[src/hw/hpsc_pkg.sv]
// shared constants for the two-slot hot-plug fault and wake-event control
package hpsc_pkg;
  localparam int NSLOT = 2;
  localparam int CNT_W = 20;
  localparam int CLK_MHZ = 125;

  // timing figures in their own units, and their cycle counts
  localparam int REG_HOLD_MS = 5;
  localparam int REG_CLEAR_US = 100;
  localparam int FAST_TRIP_US = 3;
  localparam int REG_HOLD_CYCLES = REG_HOLD_MS * 1000 * CLK_MHZ;
  localparam int REG_CLEAR_CYCLES = REG_CLEAR_US * CLK_MHZ + 1;
  localparam int FAST_TRIP_CYCLES = FAST_TRIP_US * CLK_MHZ;
  localparam int AUX_RAMP_CYCLES = 1000;
  localparam int WAKE_DELAY_CYCLES = 1000;

  // slot bus modes, as set by software in the controller
  localparam logic [2:0] MODE_33 = 3'h0;
  localparam logic [2:0] MODE_66 = 3'h1;
  localparam logic [2:0] MODE_133 = 3'h2;
  localparam logic [2:0] MODE_266 = 3'h3;
  localparam logic [2:0] MODE_533 = 3'h4;

  // controller register map (byte addresses)
  localparam logic [7:0] OFS_CTRL = 8'h00;
  localparam logic [7:0] OFS_STATUS = 8'h04;
  localparam logic [7:0] OFS_IRQ_STATUS = 8'h08;
  localparam logic [7:0] OFS_IRQ_MASK = 8'h0C;

  // control register fields
  localparam int CTRL_REQ_LSB = 0;
  localparam int CTRL_AUX_LSB = 2;
  localparam int CTRL_MODE0_LSB = 4;
  localparam int CTRL_MODE1_LSB = 8;
  localparam logic [31:0] CTRL_RESET = 32'h0000_0000;
  localparam logic [31:0] CTRL_MASK = 32'h0000_077F;

  // status and interrupt fields
  localparam int ST_MAIN_LSB = 0;
  localparam int ST_AUX_LSB = 2;
  localparam int ST_REG_LSB = 4;
  localparam int ST_WAKE_BIT = 6;
  localparam int IRQ_W = 5;
  localparam int IRQ_MAIN_LSB = 0;
  localparam int IRQ_AUX_LSB = 2;
  localparam int IRQ_WAKE_BIT = 4;
endpackage
[src/hw/hpsc_if.sv]
// link between the slot controller and the hot-plug power sequencer
`timescale 1ns/10ps
interface hpsc_if;
  import hpsc_pkg::*;
  logic [NSLOT-1:0] main_power_request;
  logic [NSLOT-1:0] slot_io_voltage_select;
  logic [NSLOT-1:0] slot_aux_switch_n;
  logic [NSLOT-1:0] main_fault;
  logic [NSLOT-1:0] aux_fault;
  logic [NSLOT-1:0] regulating;
  logic [NSLOT-1:0] gated_wake_event_oe;
  logic wake_bus_n;

  // shared open-drain wake node: low while any slot pulls it
  assign wake_bus_n = ~(|gated_wake_event_oe);

  modport device (
    input main_power_request,
    input slot_io_voltage_select,
    input slot_aux_switch_n,
    output main_fault,
    output aux_fault,
    output regulating,
    output gated_wake_event_oe
  );
  modport host (
    output main_power_request,
    output slot_io_voltage_select,
    output slot_aux_switch_n,
    input main_fault,
    input aux_fault,
    input regulating,
    input wake_bus_n
  );
endinterface

[src/hw/hpsc_device.sv]
// per-slot fault timers, latches, io-voltage steering and aux/wake sequencing
`timescale 1ns/10ps
module hpsc_device #(
  parameter int REG_CYCLES = hpsc_pkg::REG_HOLD_CYCLES,
  parameter int CLR_CYCLES = hpsc_pkg::REG_CLEAR_CYCLES,
  parameter int RAMP_CYCLES = hpsc_pkg::AUX_RAMP_CYCLES,
  parameter int DELAY_CYCLES = hpsc_pkg::WAKE_DELAY_CYCLES
) (
  input wire logic i_clock, // 125 MHz clock
  input wire logic i_resetn, // async reset, active low
  hpsc_if.device link, // slot controller side
  input wire logic [hpsc_pkg::NSLOT-1:0] i_main_overload, // 3.3V/5V/io overload sensed
  input wire logic [hpsc_pkg::NSLOT-1:0] i_rail12_oc, // 12 V overcurrent sensed
  input wire logic [hpsc_pkg::NSLOT-1:0] i_rail_n12_oc, // -12 V overcurrent sensed
  input wire logic [hpsc_pkg::NSLOT-1:0] i_aux_oc, // 3.3 V aux overcurrent sensed
  input wire logic [hpsc_pkg::NSLOT-1:0] i_slot_wake_event_in_n, // card wake event, low
  input wire logic i_aux_supply_good, // aux supply to this part present
  output logic [hpsc_pkg::NSLOT-1:0] o_main_enable, // main supply gates ramp up
  output logic [hpsc_pkg::NSLOT-1:0] o_gate_reduce, // gate drive lowered, regulating
  output logic [hpsc_pkg::NSLOT-1:0] o_low_io_gate_drive, // 1.5 V io gate on
  output logic [hpsc_pkg::NSLOT-1:0] o_high_io_gate_drive, // 3.3 V io gate on
  output logic [hpsc_pkg::NSLOT-1:0] o_rail12_enable, // 12 V and -12 V switches on
  output logic [hpsc_pkg::NSLOT-1:0] o_slot_aux_output // 3.3 V aux switch on
);
  import hpsc_pkg::*;

  typedef enum logic [1:0] {
    AUX_OFF,
    AUX_RAMP,
    AUX_WAIT,
    AUX_ON
  } hpsc_aux_e;

  typedef logic [CNT_W-1:0] hpsc_cnt_t;

  if (REG_CYCLES < 1 || REG_CYCLES > (1 << CNT_W) - 1) begin : g_chk_reg
    $error("REG_CYCLES out of range");
  end
  if (CLR_CYCLES < 1 || CLR_CYCLES > (1 << CNT_W) - 1) begin : g_chk_clr
    $error("CLR_CYCLES out of range");
  end
  if (RAMP_CYCLES < 1 || RAMP_CYCLES > (1 << CNT_W) - 1) begin : g_chk_ramp
    $error("RAMP_CYCLES out of range");
  end
  if (DELAY_CYCLES < 1 || DELAY_CYCLES > (1 << CNT_W) - 1) begin : g_chk_delay
    $error("DELAY_CYCLES out of range");
  end

  function automatic hpsc_cnt_t cnt_inc(input hpsc_cnt_t c);
    cnt_inc = c + hpsc_cnt_t'(1);
  endfunction

  function automatic logic cnt_last(input hpsc_cnt_t c, input int limit);
    cnt_last = (c == hpsc_cnt_t'(limit - 1));
  endfunction

  logic [NSLOT-1:0] reg_mode;
  hpsc_cnt_t reg_cnt [NSLOT];
  hpsc_cnt_t clr_cnt [NSLOT];
  hpsc_cnt_t rail_cnt [NSLOT];
  hpsc_cnt_t aux_oc_cnt [NSLOT];
  hpsc_cnt_t aux_cnt [NSLOT];
  hpsc_aux_e aux_state [NSLOT];
  logic [NSLOT-1:0] main_fault;
  logic [NSLOT-1:0] aux_fault;
  logic [NSLOT-1:0] wake_oe;
  logic [NSLOT-1:0] reg_expire;
  logic [NSLOT-1:0] rail_trip;
  logic [NSLOT-1:0] aux_trip;
  logic [NSLOT-1:0] main_on;
  logic [NSLOT-1:0] aux_kill;

  // trip pulses and gating terms; every index is one slot only
  always_comb begin
    for (int s = 0; s < NSLOT; s++) begin
      reg_expire[s] = reg_mode[s] & i_main_overload[s] & cnt_last(reg_cnt[s], REG_CYCLES);
      rail_trip[s] = cnt_last(rail_cnt[s], FAST_TRIP_CYCLES);
      aux_trip[s] = cnt_last(aux_oc_cnt[s], FAST_TRIP_CYCLES) & ~link.slot_aux_switch_n[s];
      main_on[s] = link.main_power_request[s] & ~main_fault[s] & ~aux_fault[s];
      aux_kill[s] = link.slot_aux_switch_n[s] | aux_fault[s] | aux_trip[s];
    end
  end

  // regulation latch, 5 ms hold timer and 100 us release timer
  always_ff @(posedge i_clock or negedge i_resetn) begin
    if (!i_resetn) begin
      reg_mode <= '0;
      for (int s = 0; s < NSLOT; s++) begin
        reg_cnt[s] <= '0;
        clr_cnt[s] <= '0;
      end
    end else begin
      for (int s = 0; s < NSLOT; s++) begin
        if (!main_on[s]) begin
          // slot off: nothing to regulate, start clean next time
          reg_mode[s] <= 1'b0;
          reg_cnt[s] <= '0;
          clr_cnt[s] <= '0;
        end else if (i_main_overload[s]) begin
          reg_mode[s] <= 1'b1;
          clr_cnt[s] <= '0;
          if (reg_mode[s] && !cnt_last(reg_cnt[s], REG_CYCLES)) begin
            reg_cnt[s] <= cnt_inc(reg_cnt[s]);
          end
        end else if (reg_mode[s]) begin
          if (cnt_last(clr_cnt[s], CLR_CYCLES)) begin
            reg_mode[s] <= 1'b0;
            reg_cnt[s] <= '0;
            clr_cnt[s] <= '0;
          end else begin
            clr_cnt[s] <= cnt_inc(clr_cnt[s]);
          end
        end
      end
    end
  end

  // fast trips: once a fault is seen the 3 us count runs to the end while that slot's supply stays switched on
  always_ff @(posedge i_clock or negedge i_resetn) begin
    if (!i_resetn) begin
      for (int s = 0; s < NSLOT; s++) begin
        rail_cnt[s] <= '0;
        aux_oc_cnt[s] <= '0;
      end
    end else begin
      for (int s = 0; s < NSLOT; s++) begin
        if (rail_trip[s]) begin
          rail_cnt[s] <= '0;
        end else if (main_on[s] && (i_rail12_oc[s] || i_rail_n12_oc[s] || rail_cnt[s] != '0)) begin
          rail_cnt[s] <= cnt_inc(rail_cnt[s]);
        end else begin
          rail_cnt[s] <= '0;
        end
        if (aux_trip[s]) begin
          aux_oc_cnt[s] <= '0;
        end else if (!aux_kill[s] && (i_aux_oc[s] || aux_oc_cnt[s] != '0)) begin
          aux_oc_cnt[s] <= cnt_inc(aux_oc_cnt[s]);
        end else begin
          aux_oc_cnt[s] <= '0;
        end
      end
    end
  end

  // main fault latch: only dropping the request releases it; set wins
  always_ff @(posedge i_clock or negedge i_resetn) begin
    if (!i_resetn) begin
      main_fault <= '0;
    end else begin
      for (int s = 0; s < NSLOT; s++) begin
        if (reg_expire[s] || rail_trip[s]) begin
          main_fault[s] <= 1'b1;
        end else if (!link.main_power_request[s]) begin
          main_fault[s] <= 1'b0;
        end
      end
    end
  end

  // aux fault latch: cleared by an open switch or loss of aux supply
  always_ff @(posedge i_clock or negedge i_resetn) begin
    if (!i_resetn) begin
      aux_fault <= '0;
    end else begin
      for (int s = 0; s < NSLOT; s++) begin
        if (aux_trip[s]) begin
          aux_fault[s] <= 1'b1;
        end else if (link.slot_aux_switch_n[s] || !i_aux_supply_good) begin
          aux_fault[s] <= 1'b0;
        end
      end
    end
  end

  // aux ramp then wake delay; main request and main faults play no part
  always_ff @(posedge i_clock or negedge i_resetn) begin
    if (!i_resetn) begin
      for (int s = 0; s < NSLOT; s++) begin
        aux_state[s] <= AUX_OFF;
        aux_cnt[s] <= '0;
      end
    end else begin
      for (int s = 0; s < NSLOT; s++) begin
        if (aux_kill[s]) begin
          aux_state[s] <= AUX_OFF;
          aux_cnt[s] <= '0;
        end else begin
          case (aux_state[s])
            AUX_OFF: begin
              aux_state[s] <= AUX_RAMP;
              aux_cnt[s] <= '0;
            end
            AUX_RAMP: begin
              if (cnt_last(aux_cnt[s], RAMP_CYCLES)) begin
                aux_state[s] <= AUX_WAIT;
                aux_cnt[s] <= '0;
              end else begin
                aux_cnt[s] <= cnt_inc(aux_cnt[s]);
              end
            end
            AUX_WAIT: begin
              if (cnt_last(aux_cnt[s], DELAY_CYCLES)) begin
                aux_state[s] <= AUX_ON;
                aux_cnt[s] <= '0;
              end else begin
                aux_cnt[s] <= cnt_inc(aux_cnt[s]);
              end
            end
            AUX_ON: begin
              aux_state[s] <= AUX_ON;
            end
            default: begin
              aux_state[s] <= AUX_OFF;
              aux_cnt[s] <= '0;
            end
          endcase
        end
      end
    end
  end

  // aux switch and wake gate outputs
  always_ff @(posedge i_clock or negedge i_resetn) begin
    if (!i_resetn) begin
      o_slot_aux_output <= '0;
      wake_oe <= '0;
    end else begin
      for (int s = 0; s < NSLOT; s++) begin
        o_slot_aux_output[s] <= ~aux_kill[s];
        // pull the shared node only while connected and the card asserts
        wake_oe[s] <= (aux_state[s] == AUX_ON) & ~aux_kill[s] & ~i_slot_wake_event_in_n[s];
      end
    end
  end

  // main supply and io gate outputs
  always_ff @(posedge i_clock or negedge i_resetn) begin
    if (!i_resetn) begin
      o_main_enable <= '0;
      o_gate_reduce <= '0;
      o_low_io_gate_drive <= '0;
      o_high_io_gate_drive <= '0;
      o_rail12_enable <= '0;
    end else begin
      for (int s = 0; s < NSLOT; s++) begin
        // a trip pulse drops the rails in the same edge the latch sets
        o_main_enable[s] <= main_on[s] & ~reg_expire[s] & ~rail_trip[s] & ~aux_trip[s];
        o_rail12_enable[s] <= main_on[s] & ~reg_expire[s] & ~rail_trip[s] & ~aux_trip[s];
        o_gate_reduce[s] <= (reg_mode[s] | i_main_overload[s]) & main_on[s];
        // select picks one gate; both fall together when power goes
        o_low_io_gate_drive[s] <= main_on[s] & ~reg_expire[s] & ~rail_trip[s]
                                  & ~aux_trip[s] & link.slot_io_voltage_select[s];
        o_high_io_gate_drive[s] <= main_on[s] & ~reg_expire[s] & ~rail_trip[s]
                                   & ~aux_trip[s] & ~link.slot_io_voltage_select[s];
      end
    end
  end

  assign link.main_fault = main_fault;
  assign link.aux_fault = aux_fault;
  assign link.regulating = reg_mode;
  assign link.gated_wake_event_oe = wake_oe;
endmodule

[src/flat_wrapper.sv]
// flat-port wrapper written by rule: the top's interface ports become plain ports
module hpsc_device_flat import hpsc_pkg::*;
#(
  parameter int REG_CYCLES = hpsc_pkg::REG_HOLD_CYCLES,
  parameter int CLR_CYCLES = hpsc_pkg::REG_CLEAR_CYCLES,
  parameter int RAMP_CYCLES = hpsc_pkg::AUX_RAMP_CYCLES,
  parameter int DELAY_CYCLES = hpsc_pkg::WAKE_DELAY_CYCLES
)
  (i_clock, i_resetn, i_main_overload, i_rail12_oc, i_rail_n12_oc, i_aux_oc, i_slot_wake_event_in_n, i_aux_supply_good, o_main_enable, o_gate_reduce, o_low_io_gate_drive, o_high_io_gate_drive, o_rail12_enable, o_slot_aux_output, link_main_power_request, link_slot_io_voltage_select, link_slot_aux_switch_n, link_main_fault, link_aux_fault, link_regulating, link_gated_wake_event_oe);
  hpsc_if link_i ();
  input wire logic i_clock;
  input wire logic i_resetn;
  input wire logic [hpsc_pkg::NSLOT-1:0] i_main_overload;
  input wire logic [hpsc_pkg::NSLOT-1:0] i_rail12_oc;
  input wire logic [hpsc_pkg::NSLOT-1:0] i_rail_n12_oc;
  input wire logic [hpsc_pkg::NSLOT-1:0] i_aux_oc;
  input wire logic [hpsc_pkg::NSLOT-1:0] i_slot_wake_event_in_n;
  input wire logic i_aux_supply_good;
  output logic [hpsc_pkg::NSLOT-1:0] o_main_enable;
  output logic [hpsc_pkg::NSLOT-1:0] o_gate_reduce;
  output logic [hpsc_pkg::NSLOT-1:0] o_low_io_gate_drive;
  output logic [hpsc_pkg::NSLOT-1:0] o_high_io_gate_drive;
  output logic [hpsc_pkg::NSLOT-1:0] o_rail12_enable;
  output logic [hpsc_pkg::NSLOT-1:0] o_slot_aux_output;
  input wire logic [$bits(link_i.main_power_request)-1:0] link_main_power_request;
  input wire logic [$bits(link_i.slot_io_voltage_select)-1:0] link_slot_io_voltage_select;
  input wire logic [$bits(link_i.slot_aux_switch_n)-1:0] link_slot_aux_switch_n;
  output wire logic [$bits(link_i.main_fault)-1:0] link_main_fault;
  output wire logic [$bits(link_i.aux_fault)-1:0] link_aux_fault;
  output wire logic [$bits(link_i.regulating)-1:0] link_regulating;
  output wire logic [$bits(link_i.gated_wake_event_oe)-1:0] link_gated_wake_event_oe;
  assign link_i.main_power_request = link_main_power_request;
  assign link_i.slot_io_voltage_select = link_slot_io_voltage_select;
  assign link_i.slot_aux_switch_n = link_slot_aux_switch_n;
  assign link_main_fault = link_i.main_fault;
  assign link_aux_fault = link_i.aux_fault;
  assign link_regulating = link_i.regulating;
  assign link_gated_wake_event_oe = link_i.gated_wake_event_oe;
  hpsc_device #(.REG_CYCLES(REG_CYCLES), .CLR_CYCLES(CLR_CYCLES), .RAMP_CYCLES(RAMP_CYCLES), .DELAY_CYCLES(DELAY_CYCLES)) u_core (.i_clock(i_clock), .i_resetn(i_resetn), .link(link_i), .i_main_overload(i_main_overload), .i_rail12_oc(i_rail12_oc), .i_rail_n12_oc(i_rail_n12_oc), .i_aux_oc(i_aux_oc), .i_slot_wake_event_in_n(i_slot_wake_event_in_n), .i_aux_supply_good(i_aux_supply_good), .o_main_enable(o_main_enable), .o_gate_reduce(o_gate_reduce), .o_low_io_gate_drive(o_low_io_gate_drive), .o_high_io_gate_drive(o_high_io_gate_drive), .o_rail12_enable(o_rail12_enable), .o_slot_aux_output(o_slot_aux_output));
endmodule
[config.mk]
export PLATFORM = sky130hd
export DESIGN_NAME = hpsc_device_flat
export DESIGN_NICKNAME = d
export VERILOG_FILES = /design/src/hw/hpsc_pkg.sv /design/src/hw/hpsc_if.sv /design/src/hw/hpsc_device.sv /design/src/flat_wrapper.sv
export SDC_FILE = /design/constraint.sdc
export NUM_CORES = 1
export LEC_CHECK = 0
export BUFFER_PORTS_ARGS = -buffer_cell sky130_fd_sc_hd__buf_2
export CAP_MARGIN = 10
export CORE_MARGIN = 3
export CORE_UTILIZATION = 55
export CTS_CLUSTER_SIZE = 20
export DETAILED_ROUTE_END_ITERATION = 10
export HOLD_SLACK_MARGIN = 0.1
export PLACE_DENSITY = 0.81
export SLEW_MARGIN = 15
export SYNTH_ARGS = -nofsm -noshare
export SYNTH_HDL_FRONTEND = slang
export SYNTH_SLANG_ARGS = --single-unit
[constraint.sdc]
create_clock -name i_clock -period 2.7 [get_ports i_clock]
set_input_delay 0.135 -clock i_clock [delete_from_list [all_inputs] [get_ports i_clock]]
set_output_delay 0.135 -clock i_clock [all_outputs]
set_load 0.1 [all_outputs]
After elaboration in Yosys (flattened, before gate mapping)
Cells that the tools add are included.
- add/subtract/negate cells: 10
- eq/ne operators: 28
- multiplexer cells: 56
- bitwise operators: 50
- reductions and logical operators: 37
- operators with widths (operator ; number):
    $mux 20 ; 30
    $add 20x1->20 const B ; 10
    $eq 20x9->1 const B ; 4
    $pmux 20 s2 ; 2
    $reduce_bool 20->1 ; 4
    $eq 20x10->1 const B ; 2
    $eq 20x14->1 const B ; 2
    $eq 20x20->1 const B ; 2
    $and 1x1->1 ; 26
    $not 1->1 ; 18
    $mux 1 ; 16
    $pmux 2 s4 ; 2
    $mux 2 ; 6
    $ne 3x1->1 const B ; 4
    $ne 3x3->1 const B ; 4
    $logic_or 1x1->1 ; 10
    $eq 2x2->1 const B ; 4
    $logic_and 1x1->1 ; 6
    $ne 3x2->1 const B ; 2
    $or 1x1->1 ; 6
    $reduce_and 3->1 ; 2
    $reduce_bool 3->1 ; 2
    $logic_not 1->1 ; 5
    $eq 2x1->1 const B ; 2
    5 further kinds ; 10
- register bits after elaboration: 222
- input bits: 19
- output and inout bits: 20
- word-level logic and storage cells: 204

Logic depth before layout (Yosys ltp)
- depth in word-level cells: 7
- depth in mapped cells: 10

Least setup slack after synthesis
No wires, ideal clock.
- path kind: register to register
- start point: reg u_core.aux_fault[0], in the netlist u_core.link.aux_fault[0]
- end point: reg u_core.reg_cnt[37] in the netlist's numbering
- library setup time: 0.077 ns
- data arrival time: 2.651 ns
- setup slack: -0.029 ns
- cell stages (with the launch flop): 9
- path buffers: 2
- clock period less this slack: 2.729 ns
- cell sequence: dfrtp_1 or3b_2 clkbuf_1 nor2_1 a31oi_2 nand2_2 buf_6 or4_1 a21oi_1
- cells in the longest elaborated chain, start to end: 4
- elaborated cells between the ends (all ways): 7
- classes of those cells: eq/ne (3); mux (1); bitwise (2); reduce/logical (1)
- ends and longest elaborated chain (element ; RTL line ; text):
    start, declared ; hpsc_device.sv:65 ; logic [NSLOT-1:0] aux_fault;
    start signal, assigned ; hpsc_device.sv:163 ; aux_fault <= '0;
    start signal, assigned by index ; hpsc_device.sv:167 ; aux_fault[s] <= 1'b1;
    start signal, assigned by index ; hpsc_device.sv:169 ; aux_fault[s] <= 1'b0;
    $not 1->1 * ; hpsc_device.sv:79 ; main_on[s] = link.main_power_request[s] & ~main_fault[s] & ~aux_fault[s];
    $and 1x1->1 * ; hpsc_device.sv:79 ;
    $ne 3x3->1 (no line) or $ne 3x2->1 (tied branches) ; -- ;
    $reduce_and 3->1 (no line) ; -- ;
    end signal, assigned by index ; hpsc_device.sv:103 ; reg_cnt[s] <= cnt_inc(reg_cnt[s]);
    end, declared ; hpsc_device.sv:58 ; hpsc_cnt_t reg_cnt [NSLOT];
Mark *: on every way between the ends. The rest lies on a longest branch, timed or not.
A chain may end at the register's enable or synchronous reset.

Worst setup path in the final report
- start point: reg u_core.reg_cnt[30] in the netlist's numbering
- end point: reg u_core.reg_cnt[23] in the netlist's numbering
- cells in the longest elaborated chain, start to end: 5
- ends and longest elaborated chain (element ; RTL line ; text):
    $eq 20x20->1 ; hpsc_device.sv:54 ; cnt_last = (c == hpsc_cnt_t'(limit - 1));
    $logic_not 1->1 ; hpsc_device.sv:102 ; if (reg_mode[s] && !cnt_last(reg_cnt[s], REG_CYCLES)) begin
    $logic_and 1x1->1 ; hpsc_device.sv:102 ;
    $ne 3x3->1 (no line) ; -- ;
    $reduce_and 3->1 (no line) ; -- ;
No other way between the ends.

==> impl_metrics.toml <==
[synth]
synth_enable_flop_cells = 0
synthCells = 1299
syn-mean-instance-area_um2 = 9.08
netlist-cell-type-count = 55
async_reset_ff_share_pct = 100
synth_seq_cells = 222
synth_nets = 1350
yosysWarningCount = 0
seq_area_frac_synth_pct = 47.1
synth_area_mm2 = 0.0118
synth_flop_cell = "dfrtp_1"

[setup_path]
cp_max_fo = 20
crit_path_start_kind = "register"
slowest_stage = "or4b_2"
end_kind = "register"
required_ns = 3.14
path_cells = "or4b_2 -> nor4_1 -> a31oi_2 -> nand2_2 -> o21ai_0 -> a21oi_1"
worstPathArrival_ns = 3.01
worstSetupPathDepth = 6
crit_family = "simple AND/OR/NAND/NOR gates"
r2r_cells = 6
crit_type = "register to register"
cpPeakStageDelay_ns = 0.68
critPathBufInv = 0

[timing]
worst_pin_slew_ns = 0.708
finalSetupTns_ns = 0
fin_crit_sh_pct = 95.3
relSlewSlack_pct = 52.5
hold_slack_ns = 0.206
setup_viol = 0
hold_viol_final = 0
drv_slew = 0
finalClockSkew_ns = 0.0196
fin_crit_ns = 2.57
grt_setup_unrepaired = "no"
fmax_mhz = 389

[cells_and_area]
diodes = 0
fin_util_pct = 64.5
areaGrowthSynthToFinish_pct = 12.8
layout-drive-gt1-share_pct = 9.26
nNetsFinal = 1405
multi_input_area_mm2 = 0.00587
fillCellCount = 1614
regArea_mm2 = 0.00556

[floorplanning]
initial_core_util_pct = 57.2
boundaryPins = 39
rows = 52
fp.dieW_um = 152
fp.coreArea_mm2 = 0.0206
die_height_um = 152
dieArea_mm2 = 0.0232

[clocking]
cts_max_path_buffers = 3
path_clk_slew_ns = 0.07
htreeDepth = 1
cts_setup_buffers = 0
cts_buffers = 24
cts_tree = "built"
numClockSinks = 222
root_buffer = "clkbuf_16"
insertion_delay_ns = 0.52

[grt]
track_usage_pct = 21.5
grt_pass1_wl_um = 44000
grt_pass1_vias = 9417
grt.met2_usage_pct = 36.4
grt.busiest_layer = "met2"
grt_overflow_total = 0
grt_max_degree = 94
met3_usage_pct = 2.81
grt_use_met1_pct = 29.7
antenna_found_initial = 0

[place]
gp_congestion = 0.830
port-buffer-count = 38
dp_hpwl_um = 16700

[job]
drv_cap = 0

[routing]
ant_nets = 0
num_vias = 9710
wl_per_cell_um = 15.4
first_pass_iters = 5
drtIter0Drc = 719
vias_per_cell = 5.91
drc = 0
wirelength_um = 25300

[power]
vdd_drop_max_v = 0.000506
p_leak_nw = 5.54
power.density_mw_per_mm2 = 594

[hold_path]
hold_depth = 6
hp-class = "input port to register"

[status]
status = "finished, final reports clean"
[where the power goes]
| part | internal, W | switching [W] |
|---|---|---|
| sequential | 0.00341 | 0.000108 |
| clock | 0.00209 | 0.00133 |
| combinational | 0.000307 | 0.000656 |
[registers in the layout (all words and copies together), names as in the netlist, 4 cells and up]
signal / cells
u_core.rail_cnt: 40
u_core.aux_oc_cnt: 40
u_core.reg_cnt: 40
u_core.aux_cnt: 40
u_core.aux_state: 4
u_core.clr_cnt: 40
[metal layers]
layer	routed length, um	up-vias	part of all wire, %
li1	-	4722	-
met1	11300	4702	45
met2	12300	244	49
met3	1160	42	4.6
met4	509	0	2.0
met5	0	-	0
[cells by family (layout without fill, tap and decap cells)]
logic type	Yosys count	count (layout)	synth area share, %
simple gates	642	642	27.8
flops	222	222	47.1
buf+inv	87	160	3.26
compound gates	206	206	10.3
xor+xnor	110	110	8.17
fa+ha+maj	32	32	3.39
[final timing paths]
check | startpoint | slack [ns] | to
min reg2reg | u_core.reg_cnt[16] | 0.48 | u_core.reg_cnt[16]
min in group asynchronous | i_resetn | 0.23 | u_core.aux_cnt[30]
max reg2reg | u_core.reg_cnt[30] | 0.13 | u_core.reg_cnt[23]
max | u_core.reg_cnt[30] | 0.13 | u_core.reg_cnt[23]
max in group asynchronous | i_resetn | 1.72 | u_core.reg_cnt[9]
min | i_aux_oc[0] | 0.21 | u_core.aux_oc_cnt[20]
[repair_timing]
item                                   CTS  global route
setup endpoints to repair                0             2
hold buffers                            13             0
endpoints found under the hold margin  106             0
resized for setup                        0             1
[metrics by stage]
stage               total power (W)  worst slack [ns]  instance area [um^2]  std cells
floorplan                   0.00420             0.279                 11800       1299
global placement            0.00447             0.188                 12400       1585
detailed placement          0.00451             0.135                 12400       1585
CTS                         0.00796             0.125                 13300       1642
global route                0.00822           0.00648                 13300       1642
finish                      0.00790             0.127                 13300       1642
[tightest hold or removal path: stages]
cell,delay (ns)
buf_2,0.08
nor4b_1,0.04
nand3_1,0.08
nand2_1,0.06
buf_4,0.20
nor2_1,0.10
[cells in the final DEF (no fill, tap or decap), types with 30 or more instances in the layout]
cell / netlist / routed
and3_1: 30 / 30
buf_2: 4 / 37
dfrtp_1: 222 / 220
ha_1: 32 / 32
inv_1: 39 / 39
nand2_1: 106 / 106
nand3_1: 76 / 76
nand4_1: 52 / 52
nor2_1: 195 / 195
nor3_1: 41 / 40
o21ai_0: 67 / 65
o21ai_1: 38 / 40
xnor2_1: 66 / 66
xor2_1: 44 / 44
[cell usage after synthesis (3+ instances only)]
cell      instances  area share [%]
or2_2             8            0.42
buf_2             4            0.17
a31oi_1          17            0.90
buf_4             4            0.25
and4_1           14             1.0
o21ai_1          38             1.6
a211oi_1          4            0.25
o211ai_1          3            0.19
a21oi_1          29             1.2
inv_1            39             1.2
nand3_1          76             3.2
and2_1            8            0.42
dfrtp_1         222              47
o41ai_1           6            0.45
nor4bb_1          3            0.25
ha_1             32             3.4
or4_1            14            0.89
o21ai_0          67             2.8
xor2_1           44             3.3
nor3_1           41             1.7
xnor2_1          66             4.9
or4b_2            4            0.34
nor2b_1          14            0.74
and3_1           30             1.6
o31ai_1          28             1.8
nand2b_1         14            0.74
buf_6             5            0.48
nor3b_1           6            0.38
nor4_1           28             1.5
nor4b_1           9            0.67
or3_1             9            0.48
nand4_1          52             2.8
nor2_1          195             6.2
nand2_1         106             3.4
clkbuf_1         34             1.1
[layout make-up]
class                   instances  share of cell area [%]
flip-flops and latches        222                    41.8
multi-input cells             990                    44.1
inverters                      39                    1.10
repair buffers                 77                    4.32
well taps                     270                    2.54
clock inverters                 7                   0.846
clock buffers                  37                    5.34
No activity file was read; power rests on OpenSTA's default activity.
